**src/mbl_consts.svh**
```systemverilog
// Purpose: shared constants of the matrix bitwise logic unit
// Assumes: included by its bare name wherever the numbers are needed
// Notes: widths, limits and reset values only; no logic here
`ifndef MBL_CONSTS_SVH
`define MBL_CONSTS_SVH

// one matrix word and the bits it holds
`define MBL_WORD_W 16
`define MBL_WORD_LOG2 4
// matrix length limits, in words
`define MBL_LEN_MIN 2
`define MBL_LEN_MAX 256
// bit pointer register width
`define MBL_PTR_W 16
// default widths of length and address ports
`define MBL_LEN_W_DEF 9
`define MBL_ADDR_W_DEF 16
// reset values
`define MBL_RST_BIT 1'b0
`define MBL_RST_WORD 16'h0000

`endif

```
**src/mbl_pkg.sv**
```systemverilog
// Purpose: types of the matrix bitwise logic unit
// Assumes: nothing beyond the constants header
// Notes: operation, direction and sequencer state enumerations
package mbl_pkg;

  // bitwise operation applied between the two source matrices
  typedef enum logic [1:0] {
    matrix_and_op,
    matrix_or_op,
    matrix_xor_op
  } mbl_op_t;

  // pointer step direction: left moves toward higher bit numbers
  typedef enum logic {
    mbl_dir_right,
    mbl_dir_left
  } mbl_dir_t;

  // word sequencer states
  typedef enum logic [1:0] {
    mbl_idle,
    mbl_read,
    mbl_write
  } mbl_state_t;

endpackage

```
**src/mbl_unit.sv**
```systemverilog
// Purpose: word-serial AND/OR/XOR between two bit matrices into a third
// Assumes: data memory on clk, read data valid the cycle after rd_en
// Notes: two cycles per word; a write overlaps the next word's read
// Notes: a destination equal to a source is safe, since word i is always
// read before word i is written; a destination one word above a source
// relies on the memory returning old data on a same-cycle read and write
// Notes: the pointer check uses the live length, not the latched one
//
// Contract
// - a matrix is two or more consecutive 16-bit words, 16 bits each
// - bits are numbered 0 to 16L-1, handled as bits, not numbers
// - a 16-bit bit pointer is valid from 0 to 16L-1
// - left means toward higher bit numbers, right toward lower
// - run while enable is high, or on its rising edge in pulse form
// - AND gives 1 only where both source bits are 1
// - OR gives 0 only where both source bits are 0
// - XOR gives 1 where the two source bits differ
// - every destination bit from 0 to the last is written
// - a destination equal to a source still gives correct results
`include "mbl_consts.svh"
`timescale 1ns/1ns
`default_nettype none

module mbl_unit #(
  parameter int LEN_W = `MBL_LEN_W_DEF,
  parameter int ADDR_W = `MBL_ADDR_W_DEF
) (
  // clock and reset
  input wire logic clk,
  input wire logic rst,
  // request from the instruction sequencer
  input wire logic enable,
  input wire logic pulse_mode,
  input wire mbl_pkg::mbl_op_t op,
  input wire logic [ADDR_W-1:0] first_source_base,
  input wire logic [ADDR_W-1:0] second_source_base,
  input wire logic [ADDR_W-1:0] destination_base,
  input wire logic [LEN_W-1:0] length,
  // status back to the sequencer
  output logic busy_r,
  output logic done_r,
  output logic req_err_r,
  // data memory read ports
  output logic rd_en_r,
  output logic [ADDR_W-1:0] rd_a_addr_r,
  output logic [ADDR_W-1:0] rd_b_addr_r,
  input wire logic [`MBL_WORD_W-1:0] rd_a_data,
  input wire logic [`MBL_WORD_W-1:0] rd_b_data,
  // data memory write port
  output logic wr_en_r,
  output logic [ADDR_W-1:0] wr_addr_r,
  output logic [`MBL_WORD_W-1:0] wr_data_r,
  // bit pointer check and step
  input wire logic [`MBL_PTR_W-1:0] bit_pointer,
  input wire mbl_pkg::mbl_dir_t step_dir,
  output logic [`MBL_PTR_W-1:0] ptr_step_r,
  output logic ptr_err_r
);
  import mbl_pkg::*;

  // refuse widths the pointer arithmetic cannot serve
  if (LEN_W < 9 || LEN_W > 12 || ADDR_W < LEN_W) begin : g_chk
    $error("mbl_unit: need 9 <= LEN_W <= 12 and ADDR_W >= LEN_W");
  end

  // the bit number arithmetic assumes a power-of-two word width
  if (`MBL_WORD_W != (1 << `MBL_WORD_LOG2)) begin : g_chk_word
    $error("mbl_unit: word width and its log2 disagree");
  end

  // a bit number of the longest matrix must fit the pointer register
  if (`MBL_PTR_W < LEN_W + `MBL_WORD_LOG2) begin : g_chk_ptr
    $error("mbl_unit: pointer too narrow for the longest matrix");
  end

  localparam logic [LEN_W-1:0] LEN_MIN = LEN_W'(`MBL_LEN_MIN);
  localparam logic [LEN_W-1:0] LEN_MAX = LEN_W'(`MBL_LEN_MAX);
  localparam logic [LEN_W-1:0] LEN_ONE = LEN_W'(1);
  localparam logic [`MBL_PTR_W-1:0] PTR_ONE = `MBL_PTR_W'(1);
  localparam logic [`MBL_PTR_W-1:0] PTR_ZERO = `MBL_PTR_W'(0);

  // length is legal only from two words up to the maximum
  function automatic logic len_ok(input logic [LEN_W-1:0] l);
    len_ok = (l >= LEN_MIN) && (l <= LEN_MAX);
  endfunction

  // bitwise combine of one word pair, bit n with bit n only
  function automatic logic [`MBL_WORD_W-1:0] apply_op(
    input mbl_op_t o,
    input logic [`MBL_WORD_W-1:0] a,
    input logic [`MBL_WORD_W-1:0] b
  );
    case (o)
      matrix_and_op: apply_op = a & b;
      matrix_or_op: apply_op = a | b;
      matrix_xor_op: apply_op = a ^ b;
      default: apply_op = `MBL_RST_WORD;
    endcase
  endfunction

  // widen a word index to an address
  function automatic logic [ADDR_W-1:0] ext(input logic [LEN_W-1:0] i);
    ext = ADDR_W'(i);
  endfunction

  // highest bit number of a matrix of l words, 16L-1
  function automatic logic [`MBL_PTR_W-1:0] last_bit(
    input logic [LEN_W-1:0] l
  );
    last_bit = (`MBL_PTR_W'(l) << `MBL_WORD_LOG2) - PTR_ONE;
  endfunction

  mbl_state_t state_r;
  logic enable_prev_r;
  mbl_op_t op_r;
  logic [LEN_W-1:0] len_r;
  logic [LEN_W-1:0] idx_r;
  logic [ADDR_W-1:0] a_base_r;
  logic [ADDR_W-1:0] b_base_r;
  logic [ADDR_W-1:0] d_base_r;
  mbl_state_t state_nxt;
  logic [LEN_W-1:0] idx_nxt;
  logic busy_nxt;
  logic done_nxt;

  // trigger: level form runs while high, pulse form on 0 to 1 only
  // enable_prev_r resets low, so enable high at release counts as an edge
  wire logic enable_rise = enable & ~enable_prev_r;
  wire logic trig = pulse_mode ? enable_rise : enable;
  wire logic op_ok = (op == matrix_and_op) || (op == matrix_or_op) ||
                     (op == matrix_xor_op);
  wire logic req_ok = len_ok(length) && op_ok;
  wire logic idle = (state_r == mbl_idle);
  wire logic start = trig && idle && req_ok;
  wire logic reject = trig && idle && !req_ok;
  wire logic last_word = (idx_r == (len_r - LEN_ONE));
  wire logic [LEN_W-1:0] idx_inc = idx_r + LEN_ONE;
  wire logic [`MBL_WORD_W-1:0] result = apply_op(op_r, rd_a_data, rd_b_data);

  // pointer limit 16L-1 and one step in either direction
  wire logic [`MBL_PTR_W-1:0] ptr_last = last_bit(length);
  wire logic ptr_bad = !len_ok(length) || (bit_pointer > ptr_last);
  wire logic [`MBL_PTR_W-1:0] ptr_left =
    (bit_pointer == ptr_last) ? PTR_ZERO : bit_pointer + PTR_ONE;
  wire logic [`MBL_PTR_W-1:0] ptr_right =
    (bit_pointer == PTR_ZERO) ? ptr_last : bit_pointer - PTR_ONE;
  wire logic [`MBL_PTR_W-1:0] ptr_step =
    (step_dir == mbl_dir_left) ? ptr_left : ptr_right;
  // an out-of-range pointer is handed back untouched rather than stepped
  wire logic [`MBL_PTR_W-1:0] ptr_step_nxt =
    ptr_bad ? bit_pointer : ptr_step;

  // enable history for edge detection
  always_ff @(posedge clk) begin
    if (rst) begin
      enable_prev_r <= `MBL_RST_BIT;
    end else begin
      enable_prev_r <= enable;
    end
  end

  // request latch, taken only when a run starts
  always_ff @(posedge clk) begin
    if (rst) begin
      op_r <= matrix_and_op;
      len_r <= '0;
      a_base_r <= '0;
      b_base_r <= '0;
      d_base_r <= '0;
    end else if (start) begin
      op_r <= op;
      len_r <= length;
      a_base_r <= first_source_base;
      b_base_r <= second_source_base;
      d_base_r <= destination_base;
    end
  end

  // word sequencer decode: read pair, then write result while next pair
  // reads; triggers seen while busy are ignored, not queued
  always_comb begin
    state_nxt = state_r;
    idx_nxt = idx_r;
    busy_nxt = busy_r;
    done_nxt = 1'b0;
    unique case (state_r)
      mbl_idle: begin
        if (start) begin
          idx_nxt = '0;
          busy_nxt = 1'b1;
          state_nxt = mbl_read;
        end
      end
      mbl_read: begin
        state_nxt = mbl_write;
      end
      mbl_write: begin
        if (last_word) begin
          busy_nxt = 1'b0;
          done_nxt = 1'b1;
          state_nxt = mbl_idle;
        end else begin
          idx_nxt = idx_inc;
          state_nxt = mbl_read;
        end
      end
      default: begin
        busy_nxt = 1'b0;
        state_nxt = mbl_idle;
      end
    endcase
  end

  // sequencer registers
  always_ff @(posedge clk) begin
    if (rst) begin
      state_r <= mbl_idle;
      idx_r <= '0;
      busy_r <= `MBL_RST_BIT;
      done_r <= `MBL_RST_BIT;
    end else begin
      state_r <= state_nxt;
      idx_r <= idx_nxt;
      busy_r <= busy_nxt;
      done_r <= done_nxt;
    end
  end

  // read decode: first pair on start, next pair during a write, so the
  // read of word i+1 always runs in the same cycle as the write of word i
  wire logic rd_next = (state_r == mbl_write) && !last_word;
  wire logic rd_en_nxt = start || rd_next;
  wire logic [ADDR_W-1:0] rd_a_addr_nxt =
    start ? first_source_base : a_base_r + ext(idx_inc);
  wire logic [ADDR_W-1:0] rd_b_addr_nxt =
    start ? second_source_base : b_base_r + ext(idx_inc);

  // read strobes: addresses hold between reads
  always_ff @(posedge clk) begin
    if (rst) begin
      rd_en_r <= `MBL_RST_BIT;
      rd_a_addr_r <= '0;
      rd_b_addr_r <= '0;
    end else begin
      rd_en_r <= rd_en_nxt;
      if (rd_en_nxt) begin
        rd_a_addr_r <= rd_a_addr_nxt;
        rd_b_addr_r <= rd_b_addr_nxt;
      end
    end
  end

  // write decode: one word per write state, destination base plus index
  wire logic wr_en_nxt = (state_r == mbl_write);
  wire logic [ADDR_W-1:0] wr_addr_nxt = d_base_r + ext(idx_r);

  // write strobe: only inside a triggered run, one word at a time
  always_ff @(posedge clk) begin
    if (rst) begin
      wr_en_r <= `MBL_RST_BIT;
      wr_addr_r <= '0;
      wr_data_r <= `MBL_RST_WORD;
    end else begin
      wr_en_r <= wr_en_nxt;
      if (wr_en_nxt) begin
        wr_addr_r <= wr_addr_nxt;
        wr_data_r <= result;
      end
    end
  end

  // refused request flag, one cycle per refused trigger
  always_ff @(posedge clk) begin
    if (rst) begin
      req_err_r <= `MBL_RST_BIT;
    end else begin
      req_err_r <= reject;
    end
  end

  // bit pointer check and step, refreshed every cycle
  always_ff @(posedge clk) begin
    if (rst) begin
      ptr_step_r <= '0;
      ptr_err_r <= `MBL_RST_BIT;
    end else begin
      ptr_step_r <= ptr_step_nxt;
      ptr_err_r <= ptr_bad;
    end
  end

endmodule

`default_nettype wire

```
**config.mk**
```make
export PLATFORM = sky130hd
export DESIGN_NAME = mbl_unit
export DESIGN_NICKNAME = d
export VERILOG_FILES = /design/src/mbl_pkg.sv /design/src/mbl_unit.sv
export VERILOG_INCLUDE_DIRS = /design/src
export SDC_FILE = /design/constraint.sdc
export NUM_CORES = 1
export LEC_CHECK = 0
export ABC_AREA = 1
export BUFFER_PORTS_ARGS = -buffer_cell sky130_fd_sc_hd__clkbuf_2
export CAP_MARGIN = 20
export CORE_MARGIN = 3
export CORE_UTILIZATION = 52
export CTS_BUF_LIST = sky130_fd_sc_hd__clkbuf_4 sky130_fd_sc_hd__clkbuf_8
export DETAILED_ROUTE_END_ITERATION = 12
export HOLD_SLACK_MARGIN = 0.02
export PLACE_DENSITY = 0.87
export SLEW_MARGIN = 5
export SYNTH_ARGS = -nofsm -noshare
export SYNTH_HDL_FRONTEND = slang
export SYNTH_SLANG_ARGS = --single-unit
```
**constraint.sdc**
```tcl
create_clock -name clk -period 2.49 [get_ports clk]
set_input_delay 0.3735 -clock clk [delete_from_list [all_inputs] [get_ports clk]]
set_output_delay 0.3735 -clock clk [all_outputs]
set_load 0.02 [all_outputs]
```
Yosys cells after proc, flatten, opt, wreduce, memory -nomap -nowiden
Index checks and enable logic that the tools add are counted.
{ "op_classes": {"n_addsub": 8, "magnitude_cmp": 3, "n_eq_ne": 11, "muxes": 18, "n_bitwise": 7, "n_reduce_logical": 21} }
{ "op_table": {"columns": ["operator", "count"], "rows": [
  ["two-way mux 16 bit", 6],
  ["adder 16 x 9 -> 16 bit", 3],
  ["one-hot mux 16 bit (3 select lines)", 1],
  ["two-way mux 9 bit", 2],
  ["one-hot mux 9 bit (2 select lines)", 1],
  ["adder 16 x 1 -> 16 bit, second input constant", 1],
  ["AND 16 bit", 1],
  ["equality test 16 bit", 1],
  ["greater-than comparator 16 bit", 1],
  ["zero test 16 bit", 1],
  ["OR 16 bit", 1],
  ["subtractor 16 x 1 -> 16 bit, second input constant", 1],
  ["XOR 16 bit", 1],
  ["subtractor 13 x 1 -> 14 bit, second input constant", 1],
  ["adder 9 x 1 -> 9 bit, second input constant", 1],
  ["equality test 9 bit", 1],
  [">= comparator 9 x 2 -> 1 bit, second input constant", 1],
  ["<= comparator 9 bit, second input constant", 1],
  ["subtractor 9 x 1 -> 9 bit, second input constant", 1],
  ["equality test 2 x 1 -> 1 bit, second input constant", 3],
  ["equality test 2 bit, second input constant", 3],
  ["logical AND 1 bit", 6],
  ["zero test 2 bit", 3],
  ["one-hot mux 2 bit (3 select lines)", 1],
  ["other kinds (12)", 25]
]} }
{ "word_totals": {"regBits": 157, "inputBits": 112, "output_inout_bits": 86, "wordCells": 87} }

Longest topological paths before layout
{ "depth": {"word_depth": 7, "depth_mapped": 19, "ltp_nobuf": 19} }

Worst setup path before layout
OpenSTA, ideal clock, no wires.
{ "synth_path": {"path_type": "reg2reg", "start": "reg idx_r[0]", "end": "reg rd_b_addr_r[9]", "setup_ns": 0.114, "arrival_time_ns": 2.398, "t_required_ns": 2.376, "setup_slack_ns": -0.022, "path_stages_with_launch": 19, "n_path_buf": 0, "period_less_slack_ns": 2.512, "path_cell_list": "dfxtp_1 > ha_1 > nand2_1 > nor2_1 > nand3_1 > nor2_1 > nand2_1 > xor2_1 > inv_1 > ha_1 > a21oi_1 > inv_1 > nor2_1 > nand3_1 > xor2_1 > nand2_1 > nand2_1 > a21oi_1 > nor2_1"} }
{ "synth_between": {"elab_chain_len": 4, "word_cells_on_any_way": 7, "classes_between": "2 x add/sub; 1 x eq/ne; 1 x mux; 3 x reduce/logical"} }
{ "synth_rtl": {"columns": ["item", "line", "rtl"], "rows": [
  ["from (decl)", "mbl_unit.sv:117", "logic [LEN_W-1:0] idx_r;"],
  ["from (signal assigned)", "mbl_unit.sv:223", "idx_r <= idx_nxt;"],
  ["parallel branches: the longest is 4 deep, another holds adder 16 x 9 -> 16 bit", null, null],
  ["to (signal assigned)", "mbl_unit.sv:248", "rd_b_addr_r <= rd_b_addr_nxt;"],
  ["to (decl)", "mbl_unit.sv:46", "output logic [ADDR_W-1:0] rd_b_addr_r,"]
]} }
Parallel ways; which one is timed is not known.
A chain may end at the register's enable or synchronous reset.

Worst setup path in the final report
{ "layout_path": {"start": "reg idx_r[0]", "end": "reg rd_a_addr_r[10]"} }
{ "layout_between": {"elab_chain_len": 4, "word_cells_on_any_way": 7, "classes_between": "2 x add/sub; 1 x eq/ne; 1 x mux; 3 x reduce/logical"} }
{ "layout_rtl": {"columns": ["item", "line", "rtl"], "rows": [
  ["parallel branches: the longest is 4 deep, another holds adder 16 x 9 -> 16 bit", null, null],
  ["to (signal assigned)", "mbl_unit.sv:247", "rd_a_addr_r <= rd_a_addr_nxt;"],
  ["to (decl)", "mbl_unit.sv:45", "output logic [ADDR_W-1:0] rd_a_addr_r,"]
]} }
Parallel ways; which one is timed is not known.

==> results by group <==
Synthesis
  • Async SR Flop Fraction: 0
  • EDFF count, synth: 0
  • Synth warnings: 0
  • Seq cells post-synth: roughly 160
  • Syn nets: approximately 1700
  • Number of distinct library cells after synthesis: 40
  • Commonest register cell after synthesis: dfxtp_1
  • Syn Area/Cell: approximately 6.6 um2
  • Mapped Cells: 1553
  • Yosys top cell by area: dfxtp_1
  • Seq/Total Area, Yosys: 0.3062
  • Synth area leaders: dfxtp_1 31%, nand2_1 15%, ha_1 9.5%
  • Share of the synthesized area in the top cell type: 0.3062
  • Cell area after synthesis: 10270 um2

Setup path
  • Crit path arrival time: approximately 3000 ps
  • CP Launch Point: idx_r[0]
  • WP buf/inv: 1
  • Setup Crit Path Kind: reg -> reg
  • Cell mode on critical path: nand2_1
  • CP delay by family, top: simple AND/OR/NAND/NOR gates
  • R2r endpoint: rd_a_addr_r[10]
  • Cell Chain, Critical Path: nand2_1 > nor2_2 > nand3_1 > nand3b_1 > xor2_2 > inv_2 > ha_4 > a21oi_4 > nor2_4 > nor2_4 > nand3_2 > nand2_1 > nand2_1 > o21ai_1 > nand2_1 > a21oi_2
  • Slowest CP cell: dfxtp_2
  • R2R Path Start: idx_r[0]
  • Worst-case reg-to-reg path depth: 16
  • Worst Setup End Kind: flop
  • Required time of the critical path: 2880 ps
  • R2R setup slack: -90 ps
  • CP Max Fanout: 4
  • Worst setup SP type: flop
  • Setup crit end: rd_a_addr_r[10]
  • CP Depth: 16
  • Max stage delay on crit path: 370 ps

Die
  • Die Height: approximately 150 um
  • Initial core utilization: 0.5398
  • FP Rows: 50
  • Die width: about 150 um
  • Die ar.: 21460 um2
  • CORE AREA: approximately 19000 um2
  • I/O pin total: ~200

Route
  • Initial drt markers: 810
  • DRC violations left: 0
  • DRT Pass-1 Iters: 6
  • Via count: between 10000 and 15000
  • Vias/cell: about 5.5
  • WL/cell: approximately 15 um
  • Post-route ant nets: 0
  • Total Wirelength: roughly 31 mm

Pwr
  • PD cells: between 400 and 500 nW/um2
  • Leak Pwr: 6.190 nW
  • Power Total: 5.835 mW
  • Comb pwr share: 0.192
  • P_sw: 1.762 mW
  • Internal: 4.073 mW
  • Clock power frac: 0.346
  • Sequential share of power: 0.461
  • Sw Share: 0.3019
  • Max VDD drop: roughly 0.41 mV

Finish
  • Share of cells above drive strength 1: 0.2428
  • Commonest non-fill, non-tap cell in the layout: nand2_1
  • Diodes inserted: 0
  • Design Area, Final: between 10000 and 15000 um2
  • Area of the multi-input gates: between 6000 and 7000 um2
  • # fillers: around 1600
  • Synthesis-to-finish area growth: 25.73%
  • Storage cell area: between 3000 and 4000 um2
  • Fin nets: 1989
  • Most frequent cells in the layout: 396 x nand2_1, 196 x clkbuf_2, 154 x dfxtp_1

STA
  • Worst Tran Pin Value: 559.9 ps
  • Setup WS post-layout: -94.32 ps
  • Final setup vio count: 9
  • Clock skew: roughly 14 ps
  • Final-report hold violation count: 0
  • Max Transition Viols Final: 0
  • Minimum clock period: approximately 2600 ps
  • Worst slew margin: 0.6263
  • Final period util: 1.038
  • RSZ-0062 raised after global routing: true
  • Setup_tns: -297.4 ps
  • Max Clk Rate: approximately 0.39 GHz

Clock network
  • Clk pin slew, worst setup/hold paths: ~90 ps
  • Clock sink count: between 150 and 200
  • Num CTS Buffers: 17
  • TritonCTS clock tree: yes
  • Hold buffers post-CTS: 0
  • Clock Path Buffers: 2
  • Root Driver: clkbuf_8
  • H-tree levels: 4
  • Worst skew pair latency: between 400 and 500 ps

Global route
  • Remaining global-route overflow: 0
  • GRT Overall Usage: 0.2765
  • Largest net degree at the start of global routing: 71
  • First-pass GRT wire length: 50.03 mm
  • Vias in the first global route: approximately 11000
  • Initial antenna violation count: 0

Placement
  • Dpl hpwl: 22.28 mm
  • RePlAce Congestion: about 0.98
  • # port buffers: between 150 and 200
  • Cell Area, Placed: 11920 um2

Run status
  • Failing checks: negative setup slack
  • Outcome: finished, violations left

Flow run
  • Max Cap Viol: 0

Hold path
  • Worst min-delay path class: in -> reg
worst min path at each step:
stage,start,to,slack [ps],cells after the start
final,enable,enable_prev_r,100,3
after global routing,enable,enable_prev_r,100,3
after CTS,enable,enable_prev_r,90,3
after detailed placement,state_r[0],state_r[1],460,2
after global placement,state_r[0],state_r[1],440,2
after floorplan,state_r[0],state_r[1],430,2
through the flow:
stage | std cells | utilization | setup WS (ps) | hold slack (ps)
after global routing | 2068 | 0.6787 | -274.6 | 98.01
after floorplan | 1553 | - | 0.09459 | 429.0
after CTS | 2063 | 0.6624 | -35.28 | 91.09
after detailed placement | 2027 | 0.6268 | -239.5 | 456.1
after global placement | 2027 | 0.6268 | -122.2 | 440.9
final | 2068 | 0.6787 | -94.32 | 104.4
power groups by stage:
stage          combinational, mW  sequential [mW]  clock [mW]
2_1_floorplan              0.636             2.80           0
3_3_place_gp                1.05             2.74           0
3_5_place_dp                1.08             2.75           0
4_1_cts                     1.10             2.69        2.04
5_1_grt                     1.25             2.70        2.15
6_report                    1.12             2.69        2.02
flip-flops by register name (all words and copies together) (netlist names), 16 cells and up:
signal and count:
wr_data_r 16, d_base_r 16, wr_addr_r 16, rd_b_addr_r 16, ptr_step_r 16, rd_a_addr_r 16
a_base_r 16, b_base_r 16
routing by layer:
metal  GRT usage  share of wire  vias to the layer above
li1            -              -                     5541
met3     0.04655          0.080                       91
met2      0.4594           0.47                      548
met1      0.3641           0.42                     5106
met5           0              0                        -
met4     0.09690          0.032                        0
layout make-up:
type	instances	share of cell area
clock inverters	11	0.01105
repair buffers	291	0.1357
clock buffers	20	0.02036
flip-flops and latches	157	0.2442
multi-input cells	1173	0.5179
well taps	260	0.02520
inverters	156	0.04556
cells by family after synthesis:
group	count (synthesis)	share of synthesized area
simple gates	754	0.3087
compound gates	285	0.1471
buf+inv	223	0.09055
flops	157	0.3062
fa+ha+maj	81	0.1009
xor+xnor	53	0.04656
tightest hold or removal path, stage by stage:
cell	delay [ps]
clkbuf_2	90
inv_1	40
nor2_1	30
cell usage after synthesis, types with 4 or more instances:
master / n
nor3_1: 16
clkbuf_1: 34
nor2_1: 157
nand4_1: 18
inv_2: 4
buf_2: 18
inv_1: 150
o21ai_1: 16
nand2_1: 407
ha_1: 78
o211ai_1: 27
dfxtp_1: 157
o21ai_0: 67
xnor2_1: 17
nand3b_1: 8
nand3_1: 126
xor2_1: 35
buf_4: 12
or2_2: 4
a21oi_1: 166
nor2_2: 8
what timing repair did:
action                     in CTS  in global routing
resized for setup              47                 73
buffers inserted                5                  5
setup endpoints to repair      18                 37
pin swaps                      22                 27
Note: power is estimated with default switching activity, not from simulation.
